**config.mk**
```make
export PLATFORM = sky130hd
export DESIGN_NAME = cpu_slice
export DESIGN_NICKNAME = d
export VERILOG_FILES = /design/src/hdl/cpu_slice_pkg.sv /design/src/hdl/cpu_slice.sv
export SDC_FILE = /design/constraint.sdc
export NUM_CORES = 1
export LEC_CHECK = 0
export ABC_CLOCK_PERIOD_IN_PS = 14200
export BUFFER_PORTS_ARGS = -buffer_cell sky130_fd_sc_hd__buf_4
export CORE_MARGIN = 2
export CORE_UTILIZATION = 45
export DETAILED_ROUTE_END_ITERATION = 6
export SLEW_MARGIN = 25
export SYNTH_ARGS = -nofsm -noshare
export SYNTH_HDL_FRONTEND = slang
export SYNTH_SLANG_ARGS = --single-unit
```
**constraint.sdc**
```tcl
create_clock -name clk -period 14.2 [get_ports clk]
set_input_delay 2.84 -clock clk [delete_from_list [all_inputs] [get_ports clk]]
set_output_delay 2.84 -clock clk [all_outputs]
set_load 0.05 [all_outputs]
```
**src/hdl/cpu_slice_pkg.sv**
```systemverilog
// Constants, encodings and state record shared by the instruction slice.
package cpu_slice_pkg;

	// ==========================================================
	// Sequencer states
	typedef enum logic [15:0] {
		S_FETCH = 16'h0001,
		S_IMPL  = 16'h0002,
		S_OP1   = 16'h0004,
		S_OP2   = 16'h0008,
		S_IDX   = 16'h0010,
		S_PLO   = 16'h0020,
		S_PHI   = 16'h0040,
		S_FIX   = 16'h0080,
		S_READ  = 16'h0100,
		S_MOD   = 16'h0200,
		S_WRITE = 16'h0400,
		S_BRT   = 16'h0800,
		S_BRF   = 16'h1000,
		S_PSH   = 16'h2000,
		S_VLO   = 16'h4000,
		S_VHI   = 16'h8000
	} state_e;

	// ==========================================================
	// Operation kinds and addressing modes
	typedef logic [2:0] kind_t;
	typedef logic [3:0] mode_t;
	localparam kind_t K_NOP = 3'h0;
	localparam kind_t K_ADC = 3'h1;
	localparam kind_t K_AND = 3'h2;
	localparam kind_t K_BIT = 3'h3;
	localparam kind_t K_ASL = 3'h4;
	localparam kind_t K_BR  = 3'h5;
	localparam kind_t K_BRK = 3'h6;
	localparam kind_t K_CLC = 3'h7;
	localparam mode_t M_IMP  = 4'h0;
	localparam mode_t M_IMM  = 4'h1;
	localparam mode_t M_ZP   = 4'h2;
	localparam mode_t M_ZPX  = 4'h3;
	localparam mode_t M_ABS  = 4'h4;
	localparam mode_t M_ABSX = 4'h5;
	localparam mode_t M_ABSY = 4'h6;
	localparam mode_t M_INDX = 4'h7;
	localparam mode_t M_INDY = 4'h8;
	localparam mode_t M_ACC  = 4'h9;
	localparam mode_t M_REL  = 4'ha;

	// ==========================================================
	// Opcodes and opcode fields
	localparam logic [7:0] OP_BRK     = 8'h00;
	localparam logic [7:0] OP_CLC     = 8'h18;
	localparam logic [7:0] OP_BIT_ZP  = 8'h24;
	localparam logic [7:0] OP_BIT_ABS = 8'h2c;
	localparam logic [7:0] OP_BCC     = 8'h90;
	localparam logic [7:0] OP_BCS     = 8'hb0;
	localparam logic [7:0] OP_BEQ     = 8'hf0;
	localparam logic [7:0] OP_BNE     = 8'hd0;
	localparam logic [7:0] OP_BMI     = 8'h30;
	localparam logic [7:0] OP_BPL     = 8'h10;
	localparam logic [7:0] OP_BVC     = 8'h50;
	localparam logic [7:0] OP_BVS     = 8'h70;
	localparam logic [4:0] BRANCH_LOW = 5'h10;
	localparam logic [2:0] GRP_ADC    = 3'h3;
	localparam logic [2:0] GRP_AND    = 3'h1;
	localparam logic [2:0] GRP_ASL    = 3'h0;

	// ==========================================================
	// Status bits, vectors, reset values
	localparam int FLAG_N = 7;
	localparam int FLAG_V = 6;
	localparam int FLAG_I = 2;
	localparam int FLAG_Z = 1;
	localparam int FLAG_C = 0;
	localparam logic [7:0]  PUSH_MASK  = 8'h30;
	localparam logic [7:0]  STACK_PAGE = 8'h01;
	localparam logic [15:0] RESET_VEC  = 16'hfffc;
	localparam logic [15:0] BRK_VEC    = 16'hfffe;
	localparam logic [1:0]  BRK_PUSHES = 2'h2;

	typedef struct packed {
		kind_t kind;
		mode_t mode;
	} dec_s;

	typedef struct packed {
		logic [7:0] a;
		logic [7:0] p;
		logic [7:0] res;
	} alu_s;

	typedef struct packed {
		state_e      st;
		logic [15:0] pc;
		logic [7:0]  a;
		logic [7:0]  s;
		logic [7:0]  p;
		logic [7:0]  op;
		logic [15:0] ea;
		logic [7:0]  tmp;
		logic [1:0]  cnt;
		logic [15:0] addr;
		logic [7:0]  wdata;
		logic        we;
		logic        done;
	} state_s;

	localparam state_s STATE_RESET = '{st: S_VLO, pc: 16'h0000, a: 8'h00, s: 8'hfd,
		p: 8'h34, op: 8'h00, ea: RESET_VEC, tmp: 8'h00, cnt: 2'h0, addr: RESET_VEC,
		wdata: 8'h00, we: 1'b0, done: 1'b0};

endpackage

```
**src/hdl/cpu_slice.sv**
```systemverilog
// Decode and execution sequencer for one slice of an 8-bit processor's instruction set.
//
// How it works
// - Add-with-carry sums operand, accumulator and carry; sets N Z C V.
// - Indexed absolute and indirect-indexed reads add a cycle on page crossing.
// - AND combines operand with accumulator; only N and Z change.
// - Carry-clear branches on C=0, carry-set branches on C=1.
// - Equal branches on Z=1, not-equal branches on Z=0.
// - Negative branches on N=1, positive branches on N=0.
// - Overflow-clear branches on V=0, overflow-set on V=1.
// - Branch: 2 cycles untaken, 3 taken same page, 4 across pages.
// - Branches are two bytes, relative, and never alter status flags.
// - Bit test copies operand bit 7 to N and bit 6 to V.
// - Bit test sets Z from A AND M, keeps A; 3 or 4 cycles.
// - Break is one byte, seven cycles, pushes PC+2 then status.
// - Break runs whatever the interrupt disable flag says.
// - Clear-carry zeroes C and leaves other flags alone.
`timescale 1ns/100ps
`default_nettype none

module cpu_slice
	import cpu_slice_pkg::*;
(
	input  wire logic        clk,
	input  wire logic        rst_n,
	input  wire logic [7:0]  memRdData,
	input  wire logic [7:0]  xIndex,
	input  wire logic [7:0]  yIndex,
	output logic      [15:0] memAddr,
	output logic      [7:0]  memWrData,
	output logic             memWe,
	output logic      [7:0]  accOut,
	output logic      [7:0]  statusOut,
	output logic      [15:0] pcOut,
	output logic      [7:0]  stackOut,
	output logic             instrDone
);

	// ==========================================================
	// Decode and arithmetic helpers
	function automatic dec_s decode(input logic [7:0] o);
		dec_s d;
		d.kind = K_NOP;
		d.mode = M_IMP;
		if (o[4:0] == BRANCH_LOW) begin
			d.kind = K_BR;
			d.mode = M_REL;
		end else if (o == OP_BRK) begin
			d.kind = K_BRK;
		end else if (o == OP_CLC) begin
			d.kind = K_CLC;
		end else if (o == OP_BIT_ZP || o == OP_BIT_ABS) begin
			d.kind = K_BIT;
			d.mode = o[3] ? M_ABS : M_ZP;
		end else if (o[1:0] == 2'h1 && (o[7:5] == GRP_ADC || o[7:5] == GRP_AND)) begin
			d.kind = (o[7:5] == GRP_ADC) ? K_ADC : K_AND;
			case (o[4:2])
				3'h0: d.mode = M_INDX;
				3'h1: d.mode = M_ZP;
				3'h2: d.mode = M_IMM;
				3'h3: d.mode = M_ABS;
				3'h4: d.mode = M_INDY;
				3'h5: d.mode = M_ZPX;
				3'h6: d.mode = M_ABSY;
				default: d.mode = M_ABSX;
			endcase
		end else if (o[1:0] == 2'h2 && o[7:5] == GRP_ASL) begin
			d.kind = K_ASL;
			case (o[4:2])
				3'h1: d.mode = M_ZP;
				3'h2: d.mode = M_ACC;
				3'h3: d.mode = M_ABS;
				3'h5: d.mode = M_ZPX;
				3'h7: d.mode = M_ABSX;
				default: d.kind = K_NOP;
			endcase
		end
		return d;
	endfunction

	function automatic logic taken(input logic [7:0] o, input logic [7:0] f);
		logic flag;
		case (o[7:6])
			2'h0: flag = f[FLAG_N];
			2'h1: flag = f[FLAG_V];
			2'h2: flag = f[FLAG_C];
			default: flag = f[FLAG_Z];
		endcase
		return flag == o[5];
	endfunction

	function automatic alu_s exec(input kind_t k, input logic [7:0] a, input logic [7:0] p,
			input logic [7:0] m);
		alu_s r;
		logic [8:0] sum;
		logic [7:0] ovf;
		r.a = a;
		r.p = p;
		r.res = m;
		sum = {1'b0, a} + {1'b0, m} + {8'h00, p[FLAG_C]};
		ovf = ~(a ^ m) & (a ^ sum[7:0]);
		case (k)
			K_ADC: begin
				r.a = sum[7:0];
				r.p[FLAG_C] = sum[8];
				r.p[FLAG_V] = ovf[7];
				r.p[FLAG_N] = sum[7];
				r.p[FLAG_Z] = (sum[7:0] == 8'h00);
			end
			K_AND: begin
				r.a = a & m;
				r.p[FLAG_N] = r.a[7];
				r.p[FLAG_Z] = (r.a == 8'h00);
			end
			K_BIT: begin
				r.p[FLAG_N] = m[7];
				r.p[FLAG_V] = m[6];
				r.p[FLAG_Z] = ((a & m) == 8'h00);
			end
			K_ASL: begin
				r.res = {m[6:0], 1'b0};
				r.p[FLAG_C] = m[7];
				r.p[FLAG_N] = m[6];
				r.p[FLAG_Z] = (m[6:0] == 7'h00);
			end
			K_CLC: r.p[FLAG_C] = 1'b0;
			default: r.p = p;
		endcase
		return r;
	endfunction

	// ==========================================================
	// Sequencer
	state_s     q;
	state_s     n;
	dec_s       dec;
	dec_s       fdec;
	alu_s       exM;
	alu_s       exA;
	alu_s       exT;
	logic [8:0] idxSum;
	logic [15:0] tgt;

	always_comb begin
		n = q;
		dec = decode(q.op);
		fdec = decode(memRdData);
		exM = exec(dec.kind, q.a, q.p, memRdData);
		exA = exec(dec.kind, q.a, q.p, q.a);
		exT = exec(dec.kind, q.a, q.p, q.tmp);
		idxSum = {1'b0, q.tmp} + {1'b0, (dec.mode == M_ABSX) ? xIndex : yIndex};
		tgt = q.pc + {{8{q.tmp[7]}}, q.tmp};
		n.we = 1'b0;
		n.done = 1'b0;
		case (q.st)
			S_FETCH: begin
				n.op = memRdData;
				n.pc = q.pc + 16'h0001;
				n.addr = n.pc;
				n.st = (fdec.mode == M_IMP || fdec.mode == M_ACC) ? S_IMPL : S_OP1;
			end
			S_IMPL: begin
				if (dec.kind == K_BRK) begin
					// No test of the I flag here: break is never masked.
					n.pc = q.pc + 16'h0001;
					n.addr = {STACK_PAGE, q.s};
					n.wdata = n.pc[15:8];
					n.we = 1'b1;
					n.cnt = 2'h0;
					n.st = S_PSH;
				end else begin
					n.a = (dec.kind == K_ASL) ? exA.res : q.a;
					n.p = exA.p;
					n.addr = q.pc;
					n.done = 1'b1;
					n.st = S_FETCH;
				end
			end
			S_OP1: begin
				n.pc = q.pc + 16'h0001;
				n.addr = n.pc;
				n.ea = {8'h00, memRdData};
				n.tmp = memRdData;
				case (dec.mode)
					M_IMM: begin
						n.a = exM.a;
						n.p = exM.p;
						n.done = 1'b1;
						n.st = S_FETCH;
					end
					M_REL: begin
						n.st = taken(q.op, q.p) ? S_BRT : S_FETCH;
						n.done = ~taken(q.op, q.p);
					end
					M_ZP: begin
						n.addr = n.ea;
						n.st = S_READ;
					end
					M_ZPX, M_INDX: begin
						n.addr = n.ea;
						n.st = S_IDX;
					end
					M_INDY: begin
						n.addr = n.ea;
						n.st = S_PLO;
					end
					M_ABS, M_ABSX, M_ABSY: n.st = S_OP2;
					default: begin
						n.done = 1'b1;
						n.st = S_FETCH;
					end
				endcase
			end
			S_IDX: begin
				n.ea = {8'h00, q.ea[7:0] + xIndex};
				n.addr = n.ea;
				n.st = (dec.mode == M_INDX) ? S_PLO : S_READ;
			end
			S_PLO: begin
				n.tmp = memRdData;
				n.addr = {8'h00, q.ea[7:0] + 8'h01};
				n.st = S_PHI;
			end
			S_OP2, S_PHI: begin
				n.pc = (q.st == S_OP2) ? q.pc + 16'h0001 : q.pc;
				if (dec.mode == M_ABS || dec.mode == M_INDX) begin
					n.ea = {memRdData, q.tmp};
					n.st = S_READ;
				end else begin
					// Read-modify-write always spends the fix-up cycle.
					n.ea = {memRdData, idxSum[7:0]};
					n.cnt = {1'b0, idxSum[8]};
					n.st = (idxSum[8] || dec.kind == K_ASL) ? S_FIX : S_READ;
				end
				n.addr = n.ea;
			end
			S_FIX: begin
				n.ea[15:8] = q.ea[15:8] + {7'h00, q.cnt[0]};
				n.addr = n.ea;
				n.st = S_READ;
			end
			S_READ: begin
				if (dec.kind == K_ASL) begin
					n.tmp = memRdData;
					n.wdata = memRdData;
					n.we = 1'b1;
					n.st = S_MOD;
				end else begin
					n.a = exM.a;
					n.p = exM.p;
					n.addr = q.pc;
					n.done = 1'b1;
					n.st = S_FETCH;
				end
			end
			S_MOD: begin
				n.p = exT.p;
				n.wdata = exT.res;
				n.we = 1'b1;
				n.st = S_WRITE;
			end
			S_WRITE: begin
				n.addr = q.pc;
				n.done = 1'b1;
				n.st = S_FETCH;
			end
			S_BRT: begin
				n.ea = tgt;
				if (tgt[15:8] == q.pc[15:8]) begin
					n.pc = tgt;
					n.done = 1'b1;
					n.st = S_FETCH;
				end else begin
					n.pc = {q.pc[15:8], tgt[7:0]};
					n.st = S_BRF;
				end
				n.addr = n.pc;
			end
			S_BRF: begin
				n.pc = q.ea;
				n.addr = q.ea;
				n.done = 1'b1;
				n.st = S_FETCH;
			end
			S_PSH: begin
				n.s = q.s - 8'h01;
				n.cnt = q.cnt + 2'h1;
				n.addr = {STACK_PAGE, n.s};
				n.we = 1'b1;
				case (q.cnt)
					2'h0: n.wdata = q.pc[7:0];
					2'h1: n.wdata = q.p | PUSH_MASK;
					default: begin
						n.we = 1'b0;
						n.p[FLAG_I] = 1'b1;
						n.ea = BRK_VEC;
						n.addr = BRK_VEC;
						n.st = S_VLO;
					end
				endcase
			end
			S_VLO: begin
				n.tmp = memRdData;
				n.addr = q.ea + 16'h0001;
				n.st = S_VHI;
			end
			S_VHI: begin
				n.pc = {memRdData, q.tmp};
				n.addr = n.pc;
				n.done = 1'b1;
				n.st = S_FETCH;
			end
			default: begin
				n.addr = q.pc;
				n.st = S_FETCH;
			end
		endcase
	end

	always_ff @(posedge clk or negedge rst_n) begin
		if (!rst_n) begin
			q <= STATE_RESET;
		end else begin
			q <= n;
		end
	end

	assign memAddr   = q.addr;
	assign memWrData = q.wdata;
	assign memWe     = q.we;
	assign accOut    = q.a;
	assign statusOut = q.p;
	assign pcOut     = q.pc;
	assign stackOut  = q.s;
	assign instrDone = q.done;

	// ==========================================================
	// Checks
	logic [8:0] adcRef;
	logic [7:0] andRef;
	assign adcRef = {1'b0, q.a} + {1'b0, memRdData} + {8'h00, q.p[FLAG_C]};
	assign andRef = q.a & memRdData;
endmodule

`default_nettype wire

```
==> results of run 1 <==
## cell families after synthesis
family	Yosys count
fa+ha+maj	64
xor+xnor	88
flops	112
compound gates	386
simple gates	508
other cells	2
buf+inv	186
mux	50
## stage by stage
| step | setup slack, ns | instances |
|---|---|---|
| global placement | 8.856 | 1683 |
| floorplan | 9.211 | 1398 |
| detailed placement | 8.812 | 1683 |
| finish | 9.162 | 1699 |
| global route | 8.907 | 1699 |
| CTS | 9.189 | 1699 |
## registers in the layout, indices dropped and copies added, names as in the netlist
name / cells
memWrData: 8
memWe: 1
q: 50
memAddr: 16
pcOut: 16
accOut: 8
instrDone: 1
statusOut: 4
stackOut: 8
## critical path: cells and delay by family
family | cells | cell delay [ns]
compound gates | 6 | 0.93
xor+xnor | 1 | 0.17
buf+inv | 1 | 0.18
mux | 1 | 0.29
fa+ha+maj | 2 | 0.88
## Yosys cell counts, types with 13 or more instances
cell / number / area [µm²]
o22ai_1: 13 / 81.33
and3_1: 17 / 106.4
nand2_1: 139 / 521.8
o21ai_0: 104 / 520.5
nor2_1: 126 / 473.0
a22oi_1: 19 / 142.6
inv_1: 38 / 142.6
nand4_1: 15 / 93.84
o211ai_1: 14 / 105.1
dfstp_2: 36 / 945.9
buf_4: 65 / 488.0
a21o_1: 15 / 112.6
nand3_1: 43 / 215.2
xnor2_1: 59 / 516.8
mux2_2: 20 / 225.2
a211oi_1: 13 / 97.59
or3_1: 15 / 93.84
nor3_1: 46 / 230.2
a31oi_1: 13 / 81.33
mux2i_1: 27 / 270.3
ha_1: 57 / 713.2
xor2_1: 27 / 236.5
clkbuf_1: 75 / 281.5
nor4_1: 23 / 143.9
dfrtp_1: 76 / 1902
a21oi_1: 90 / 450.4
## power by group
group          total (mW)  switching [mW]  internal (mW)
registers           0.717           0.257          0.460
logic                1.70            1.05          0.648
clock network       0.288           0.137          0.151
## cell type report
cell class	instances	area, µm²
clock buffer	10	250.2
clock inverter	6	72.57
fill	2349	12390
inverter	38	142.6
multi-input combinational	1100	7249
sequential	112	2848
tap	324	405.4
timing repair buffer	109	818.3
## path summary, 6_finish.rpt
path | startpoint | end | slack, ns | depth (start not counted)
min | memAddr[12] | memAddr[12] | 0.48 | 2
max | memRdData[0] | statusOut[1] | 9.16 | 11
max in group asynchronous | rst_n | pcOut[8] | 10.38 | 2
min in group asynchronous | rst_n | memWrData[0] | 2.47 | 1
max reg2reg | q[58] | q[42] | 9.35 | 16
min reg2reg | memAddr[12] | memAddr[12] | 0.48 | 2
## metal layers
| layer | global-route usage [%] | vias up | wire length, µm |
|---|---|---|---|
| met1 | 45.81 | 5283 | 18050 |
| met2 | 45.12 | 698 | 16970 |
| met5 | 0 | - | 0 |
| met3 | 6.431 | 95 | 4509 |
| met4 | 12.45 | 0 | 1542 |
| li1 | - | 5017 | - |
==> results.py, run 1 <==
metrics = {
    "critical_path": {
        "cp_max_fo": 13,
        "cp_slowest_cell": "fa_1",
        "cp.arrival_ns": 5.30,
        "cp-start-kind": "input pin",
        "end_kind": "register",
        "criticalPathCategory": "input pin to register",
        "cp.required_ns": 14.46,
        "crit_path_cell_trace": "buf_4 > fa_1 > fa_1 > a21oi_1 > o211ai_1 > a21oi_1 > xnor2_1 > o41ai_1 > a21oi_1 > o21ai_0 > mux2_1",
        "path_common_cell": "a21oi_1",
        "cpPeakStageDelay_ns": 0.47,
    },
    "cts": {
        "postCtsSetupBuffers": 0,
        "cts_resized": 0,
        "cts_root_buffer": "clkbuf_16",
        "cts_buffer_depth": 2,
        "clkTransAtPathRegs_ns": 0.09,
        "clock_sinks": 112,
        "htree_levels": 3,
        "cts_tree": "yes",
        "cts-hold-fix-buffers": 0,
        "clock_latency_ns": 0.37,
        "cts_buffers": 9,
    },
    "yosys": {
        "synth_area_mm2": 0.01104,
        "syn_area_per_cell_um2": 7.908,
        "synth_ff_type": "dfrtp_1",
        "synth-simple-area-share_pct": 22.93,
        "synthMuxAreaShare_pct": 4.896,
        "yosys_warnings": 0,
        "synth-compound-area-share_pct": 22.54,
        "synth_edf_count": 0,
        "yosys.area_share.adder_pct": 7.730,
        "synth_xor_area_share_pct": 7.231,
        "synth_cells": 1396,
        "ys_seq_area_share_pct": 25.80,
        "async_reset_ff_share_pct": 100.0,
        "synth-seq-cells": 112,
        "ys_types": 82,
        "synth_top_family_by_area": "simple AND/OR/NAND/NOR gates",
    },
    "global_route": {
        "grt_usage_pct": 31.36,
        "grt_pass1_wl_um": 62150,
        "grt_start_max_net_pins": 69,
        "grt_pass1_vias": 10010,
        "antenna_found_initial": 0,
        "overflow": 0,
    },
    "place": {
        "portBuffers": 87,
        "dp_hpwl_um": 30270,
        "place.gp.congestion": 1.004,
        "placed_cell_area_mm2": 0.01146,
    },
    "timing": {
        "hold_ws_ns": 0.4846,
        "setup_viol": 0,
        "final_max_slew_viol_count": 0,
        "setup_tns_ns": 0,
        "fmax_ghz": 0.1985,
        "hold_violations": 0,
        "finalCritPeriodShare_pct": 35.48,
        "min_period_ns": 5.038,
        "finClkSkew_ns": 0.01266,
        "rsz0062_at_grt": "no",
        "relSlewSlack_pct": 27.46,
        "tightest_slew_ns": 1.085,
    },
    "floorplanning": {
        "io_pins": 92,
        "die-height_um": 160.6,
        "fp.coreArea_mm2": 0.02418,
        "num_rows": 57,
        "die_w_um": 160.6,
        "initial_core_util_pct": 45.66,
        "die-area_mm2": 0.02580,
    },
    "detailed_routing": {
        "totalWireLength_um": 41070,
        "drt-initial-drc-count": 1302,
        "via_count": 11090,
        "drc_errors": 2,
        "wl_per_cell_um": 24.17,
        "dr.pass1.iters": 7,
        "antenna_left": 0,
        "routed_via_density": 6.529,
    },
    "flow_run": {
        "cap_violations": 0,
    },
    "pwr": {
        "pwr_density_cell_mw_per_mm2": 229.5,
        "p_total_mw": 2.705,
        "p_leak_nw": 4.853,
        "peakVddDrop_mv": 0.1242,
    },
    "final_layout": {
        "num-nets-final": 1460,
        "syn2layout_area_growth_pct": 6.766,
        "final_cell_mix": "nand2_1, nor2_1, buf_4",
        "drive_above_1_share_pct": 14.76,
        "final_area_mm2": 0.01179,
        "final_util_pct": 48.75,
        "final_common_cell": "nand2_1",
        "diodes": 0,
    },
    "outcome": {
        "status": "finished, violations left",
        "violations": "design-rule violations",
    },
    "min_path": {
        "worstHoldPathType": "register to register",
    },
}
Power figures use the tool's default switching activity.
==> run 2, diff against run 1 <==
--- a/config.mk
+++ b/config.mk
@@ -5,11 +5,12 @@
 export SDC_FILE = /design/constraint.sdc
 export NUM_CORES = 1
 export LEC_CHECK = 0
-export ABC_CLOCK_PERIOD_IN_PS = 14200
+export ABC_CLOCK_PERIOD_IN_PS = 4600
 export BUFFER_PORTS_ARGS = -buffer_cell sky130_fd_sc_hd__buf_4
 export CORE_MARGIN = 2
 export CORE_UTILIZATION = 45
 export DETAILED_ROUTE_END_ITERATION = 6
+export PLACE_DENSITY = 0.65
 export SLEW_MARGIN = 25
 export SYNTH_ARGS = -nofsm -noshare
 export SYNTH_HDL_FRONTEND = slang
==> constraint.sdc (replaced) <==
create_clock -name clk -period 4.6 [get_ports clk]
set_input_delay 0.92 -clock clk [delete_from_list [all_inputs] [get_ports clk]]
set_output_delay 0.92 -clock clk [all_outputs]
set_load 0.05 [all_outputs]
==> run 2 against run 1 <==
The run still ends with design-rule violations left. Global-route usage is 1.0 points higher. First-iteration DRC count is 11% higher. Largest power group unchanged. Die area stayed put. Wire length is 2.1% higher. Register-to-register slack worse by 9.1 ns. Sequential cell count stayed put. Setup slack worse by 8.9 ns.
==> results.py, run 2 (synthesis results as in run 1) <==
metrics = {
    "outcome": {
        "status": "finished, violations left",
        "violations": "design-rule violations",
    },
    "place": {
        "portBuffers": 87,
        "dp_hpwl_um": 31030,
        "place.gp.congestion": 0.9899,
    },
    "timing": {
        "hold_violations": 0,
        "final_max_slew_viol_count": 0,
        "setup_tns_ns": 0,
        "finalCritPeriodShare_pct": 93.61,
        "finClkSkew_ns": 0.008578,
        "min_period_ns": 4.306,
        "relSlewSlack_pct": 32.89,
        "hold_ws_ns": 0.4330,
        "tightest_slew_ns": 1.007,
        "setup_viol": 0,
        "fmax_ghz": 0.2322,
    },
    "detailed_routing": {
        "via_count": 11270,
        "antenna_left": 0,
        "totalWireLength_um": 41930,
        "routed_via_density": 6.504,
        "drt-initial-drc-count": 1441,
        "drc_errors": 5,
        "dr.pass1.iters": 7,
        "wl_per_cell_um": 24.19,
    },
    "floorplanning": {
        "num_rows": 57,
        "fp.coreArea_mm2": 0.02418,
        "die_w_um": 160.6,
        "io_pins": 92,
        "die-area_mm2": 0.02580,
        "initial_core_util_pct": 45.66,
        "die-height_um": 160.6,
    },
    "global_route": {
        "grt_pass1_vias": 10620,
        "grtUsageMet1_pct": 45.97,
        "antenna_found_initial": 1,
        "met3_usage_pct": 7.851,
        "grt_usage_pct": 32.41,
        "grt_use_met2_pct": 46.14,
        "busiest_layer": "met2",
        "grt_start_max_net_pins": 48,
        "overflow": 0,
        "grt_pass1_wl_um": 64190,
    },
    "critical_path": {
        "crit_path_cell_trace": "nor4bb_1 > a22oi_1 > or2_2 > and3_1 > nor3_1 > buf_4 > mux2_2 > ha_1 > fa_1 > nand3_1 > nand2_1 > a31oi_1 > xnor2_1 > mux2_2 > a22oi_1 > nor3b_1 > o31ai_1",
        "cp.arrival_ns": 4.59,
        "cp_slowest_cell": "dfrtp_2",
        "end_kind": "register",
        "cp_max_fo": 14,
        "r2r_setup_slack_ns": 0.29,
        "cp-start-kind": "register",
        "cpPeakStageDelay_ns": 0.51,
        "critPathTopFamily": "simple AND/OR/NAND/NOR gates",
        "cp_num_buf_inv": 1,
        "cp.required_ns": 4.88,
        "criticalPathCategory": "register to register",
    },
    "final_layout": {
        "final_common_cell": "buf_4",
        "syn2layout_area_growth_pct": 9.192,
        "drive_above_1_share_pct": 17.19,
        "final_cell_mix": "buf_4, nand2_1, nor2_1",
        "num-nets-final": 1493,
        "largest_reg_flops": 50,
        "regMostFlops": "q",
        "fillers": 2352,
    },
    "pwr": {
        "pwr-share-seq_pct": 23.7,
        "peakVddDrop_mv": 0.3881,
        "p_comb_share_pct": 66.2,
        "power_switching_mw": 4.507,
        "p_clk_share_pct": 10.1,
        "p_int_mw": 3.986,
        "pwr_density_cell_mw_per_mm2": 704.6,
        "switching_share_pct": 53.06,
        "p_total_mw": 8.493,
        "p_leak_nw": 5.010,
    },
    "min_path": {
        "worstHoldPathType": "input pin to asynchronous set/reset pin",
    },
    "cts": {
        "htree_levels": 3,
        "cts_root_buffer": "clkbuf_16",
        "cts_resized": 0,
        "cts_buffer_depth": 2,
        "cts_buffers": 9,
        "clock_sinks": 112,
        "cts_tree": "yes",
        "cts-hold-fix-buffers": 0,
        "clock_latency_ns": 0.38,
        "postCtsSetupBuffers": 0,
        "clkTransAtPathRegs_ns": 0.08,
    },
    "flow_run": {
        "cap_violations": 0,
    },
}
## run 2: area by class of cell
type / count / area, µm² / share of cell area [%]
sequential: 112 / 2850 / 23.65
clock inverter: 3 / 22.52 / 0.1868
antenna: 1 / 2.502 / 0.02076
timing repair buffer: 142 / 1066 / 8.844
clock buffer: 13 / 281.5 / 2.335
tap: 324 / 405.4 / 3.363
inverter: 38 / 142.6 / 1.183
multi-input combinational: 1100 / 7283 / 60.42
## run 2: path summary, 6_finish.rpt
kind                            cells past startpoint       start    endpoint
max in group asynchronous                           2       rst_n   pcOut[10]
worst min register to register                      2  memAddr[9]  memAddr[9]
worst max-delay path                               17       q[53]       q[42]
worst max register to register                     17       q[53]       q[42]
min in group clk                                    2  memAddr[9]  memAddr[9]
worst min-delay path                                1       rst_n   accOut[3]
## run 2: power groups by stage
stage,Sequential (mW),Combinational [mW],Clock (mW)
after floorplan,1.76,4.18,0
after CTS,1.98,5.49,0.858
final,2.01,5.62,0.860
after detailed placement,1.99,5.46,0
after global routing,2.06,6.09,0.897
after global placement,1.98,5.40,0
## run 2: layer usage
layer	vias to the layer above	part of all wire, %
met5	-	0
met4	0	4.6
met3	116	11
met2	710	41
met1	5375	43
li1	5071	-
## run 2: through the flow
step           setup slack [ns]  util (%)  cells  cell area (µm²)
2_1_floorplan            0.1095         -   1398            11050
3_3_place_gp             0.2598     48.42   1716            11710
3_5_place_dp            0.09843     48.47   1716            11720
4_1_cts                 0.06530     49.72   1732            12020
5_1_grt               -0.005007     49.85   1732            12050
6_report                 0.2941     49.86   1733            12050
==> run 3, diff against run 2 <==
--- a/config.mk
+++ b/config.mk
@@ -7,7 +7,7 @@
 export LEC_CHECK = 0
 export ABC_CLOCK_PERIOD_IN_PS = 4600
 export BUFFER_PORTS_ARGS = -buffer_cell sky130_fd_sc_hd__buf_4
-export CORE_MARGIN = 2
+export CORE_MARGIN = 4
 export CORE_UTILIZATION = 45
 export DETAILED_ROUTE_END_ITERATION = 6
 export PLACE_DENSITY = 0.65
==> run 3 against run 2 <==
Die area is 5.0% higher. Core utilization shrank 0.26 points. The run now ends clean. Sequential cell count stayed put. Via count is 1.8% lower. Wire length up 0.75%. Global-route usage fell by 1.5 points. Highest routed layer unchanged. Clock power shrank 2.4%. Setup slack gained 0.015 ns. Register-to-register slack about the same. Cell area is 0.23% lower. Largest power group unchanged.
==> results.py, run 3 (synthesis results as in run 1) <==
metrics = {
    "global_route": {
        "busiest_layer": "met1",
        "grt_usage_pct": 30.89,
        "antenna_found_initial": 0,
        "grt_start_max_net_pins": 60,
        "overflow": 0,
        "met3_usage_pct": 6.289,
        "grt_pass1_vias": 10280,
        "grtUsageMet1_pct": 44.96,
        "grt_use_met2_pct": 44.22,
        "grt_pass1_wl_um": 63600,
    },
    "critical_path": {
        "cp_max_fo": 9,
        "end_kind": "register",
        "cp.arrival_ns": 4.57,
        "cp-start-kind": "register",
        "cp.required_ns": 4.88,
        "criticalPathCategory": "register to register",
    },
    "cts": {
        "clock_latency_ns": 0.38,
        "cts_buffers": 9,
        "htree_levels": 3,
        "clkTransAtPathRegs_ns": 0.09,
        "clock_sinks": 112,
        "cts_resized": 0,
        "postCtsSetupBuffers": 0,
        "cts_buffer_depth": 2,
        "cts_root_buffer": "clkbuf_16",
        "cts-hold-fix-buffers": 0,
        "cts_tree": "yes",
    },
    "final_layout": {
        "regMostFlops": "q",
        "num-nets-final": 1493,
        "diodes": 0,
        "fillers": 2415,
        "final_util_pct": 49.60,
        "syn2layout_area_growth_pct": 8.942,
        "final_cell_mix": "buf_4, nand2_1, nor2_1",
        "stdcell_count": 1732,
        "final_common_cell": "buf_4",
        "largest_reg_flops": 50,
        "drive_above_1_share_pct": 16.90,
    },
    "place": {
        "place.gp.congestion": 0.9975,
        "portBuffers": 87,
        "place_inst": 1716,
        "dp_hpwl_um": 31590,
    },
    "min_path": {
        "worstHoldPathType": "register to register",
    },
    "detailed_routing": {
        "drc_errors": 0,
        "totalWireLength_um": 42240,
        "drt-initial-drc-count": 1380,
        "via_count": 11070,
        "dr.pass1.iters": 6,
        "routed_via_density": 6.391,
        "antenna_left": 0,
        "wl_per_cell_um": 24.39,
    },
    "timing": {
        "rsz0062_at_grt": "no",
        "relSlewSlack_pct": 31.85,
        "hold_violations": 0,
        "final_max_slew_viol_count": 0,
        "finClkSkew_ns": 0.01325,
        "setup_tns_ns": 0,
        "tightest_slew_ns": 1.014,
        "min_period_ns": 4.291,
        "fmax_ghz": 0.2330,
        "setup_viol": 0,
        "finalCritPeriodShare_pct": 93.29,
    },
    "floorplanning": {
        "io_pins": 92,
        "die-area_mm2": 0.02710,
        "die_w_um": 164.6,
        "fp.coreArea_mm2": 0.02425,
        "initial_core_util_pct": 45.53,
        "die-height_um": 164.6,
        "num_rows": 57,
    },
    "outcome": {
        "status": "finished, final reports clean",
    },
    "pwr": {
        "p_leak_nw": 5.002,
        "peakVddDrop_mv": 0.3548,
        "pwr_density_cell_mw_per_mm2": 704.5,
        "p_total_mw": 8.472,
    },
    "flow_run": {
        "cap_violations": 0,
    },
}
[run 3: worst max-delay path: stages, from the launching register on]
cell	delay (ns)
dfrtp_1	0.47
nand2b_1	0.22
nor3_2	0.31
nand3_1	0.22
and3_1	0.23
nor3_1	0.19
buf_4	0.22
mux2_2	0.36
ha_1	0.21
fa_1	0.41
nand3_1	0.10
nand2_1	0.08
a31oi_1	0.28
xnor2_1	0.10
mux2_2	0.27
a22oi_1	0.19
nor3b_1	0.21
o31ai_1	0.10
[run 3: metrics by stage]
stage | hold WS, ns | setup WS [ns] | area [µm²]
floorplan | 0.4573 | 0.1095 | 11050
global placement | 0.4707 | 0.2891 | 11720
detailed placement | 0.4738 | 0.1846 | 11720
CTS | 0.4852 | 0.1457 | 12020
global route | 0.4943 | 0.001920 | 12030
finish | 0.4806 | 0.3087 | 12030
[run 3: area by class of cell]
class | instances | area, µm² | share of cell area (%)
flip-flops and latches | 112 | 2848 | 23.68
multi-input cells | 1100 | 7271 | 60.46
well taps | 324 | 405.4 | 3.371
clock inverters | 3 | 22.52 | 0.1873
clock buffers | 13 | 271.5 | 2.258
inverters | 38 | 142.6 | 1.186
repair buffers | 142 | 1066 | 8.864
[run 3: layer usage]
layer,wire length (µm),vias to the layer above
met5,0,-
met4,1824,0
met3,4197,113
met2,17380,652
met1,18840,5234
li1,-,5071
[run 3: path summary, 6_finish.rpt]
check | start | endpoint | slack, ns | cells after the start
worst max-delay path | q[59] | q[42] | 0.31 | 17
worst min-delay path | memAddr[12] | memAddr[12] | 0.48 | 2
worst max register to register | q[59] | q[42] | 0.31 | 17
worst min register to register | memAddr[12] | memAddr[12] | 0.48 | 2
max in group asynchronous | rst_n | memAddr[5] | 2.91 | 2
min in group asynchronous | rst_n | pcOut[12] | 0.65 | 1
[run 3: power by group]
| group | leakage [nW] | switching [mW] | internal (mW) | total, mW |
|---|---|---|---|---|
| Sequential | 1.30 | 0.576 | 1.42 | 2.00 |
| Combinational | 3.56 | 3.50 | 2.13 | 5.63 |
| Clock | 0.146 | 0.418 | 0.421 | 0.839 |
| Total | 5.00 | 4.50 | 3.97 | 8.47 |
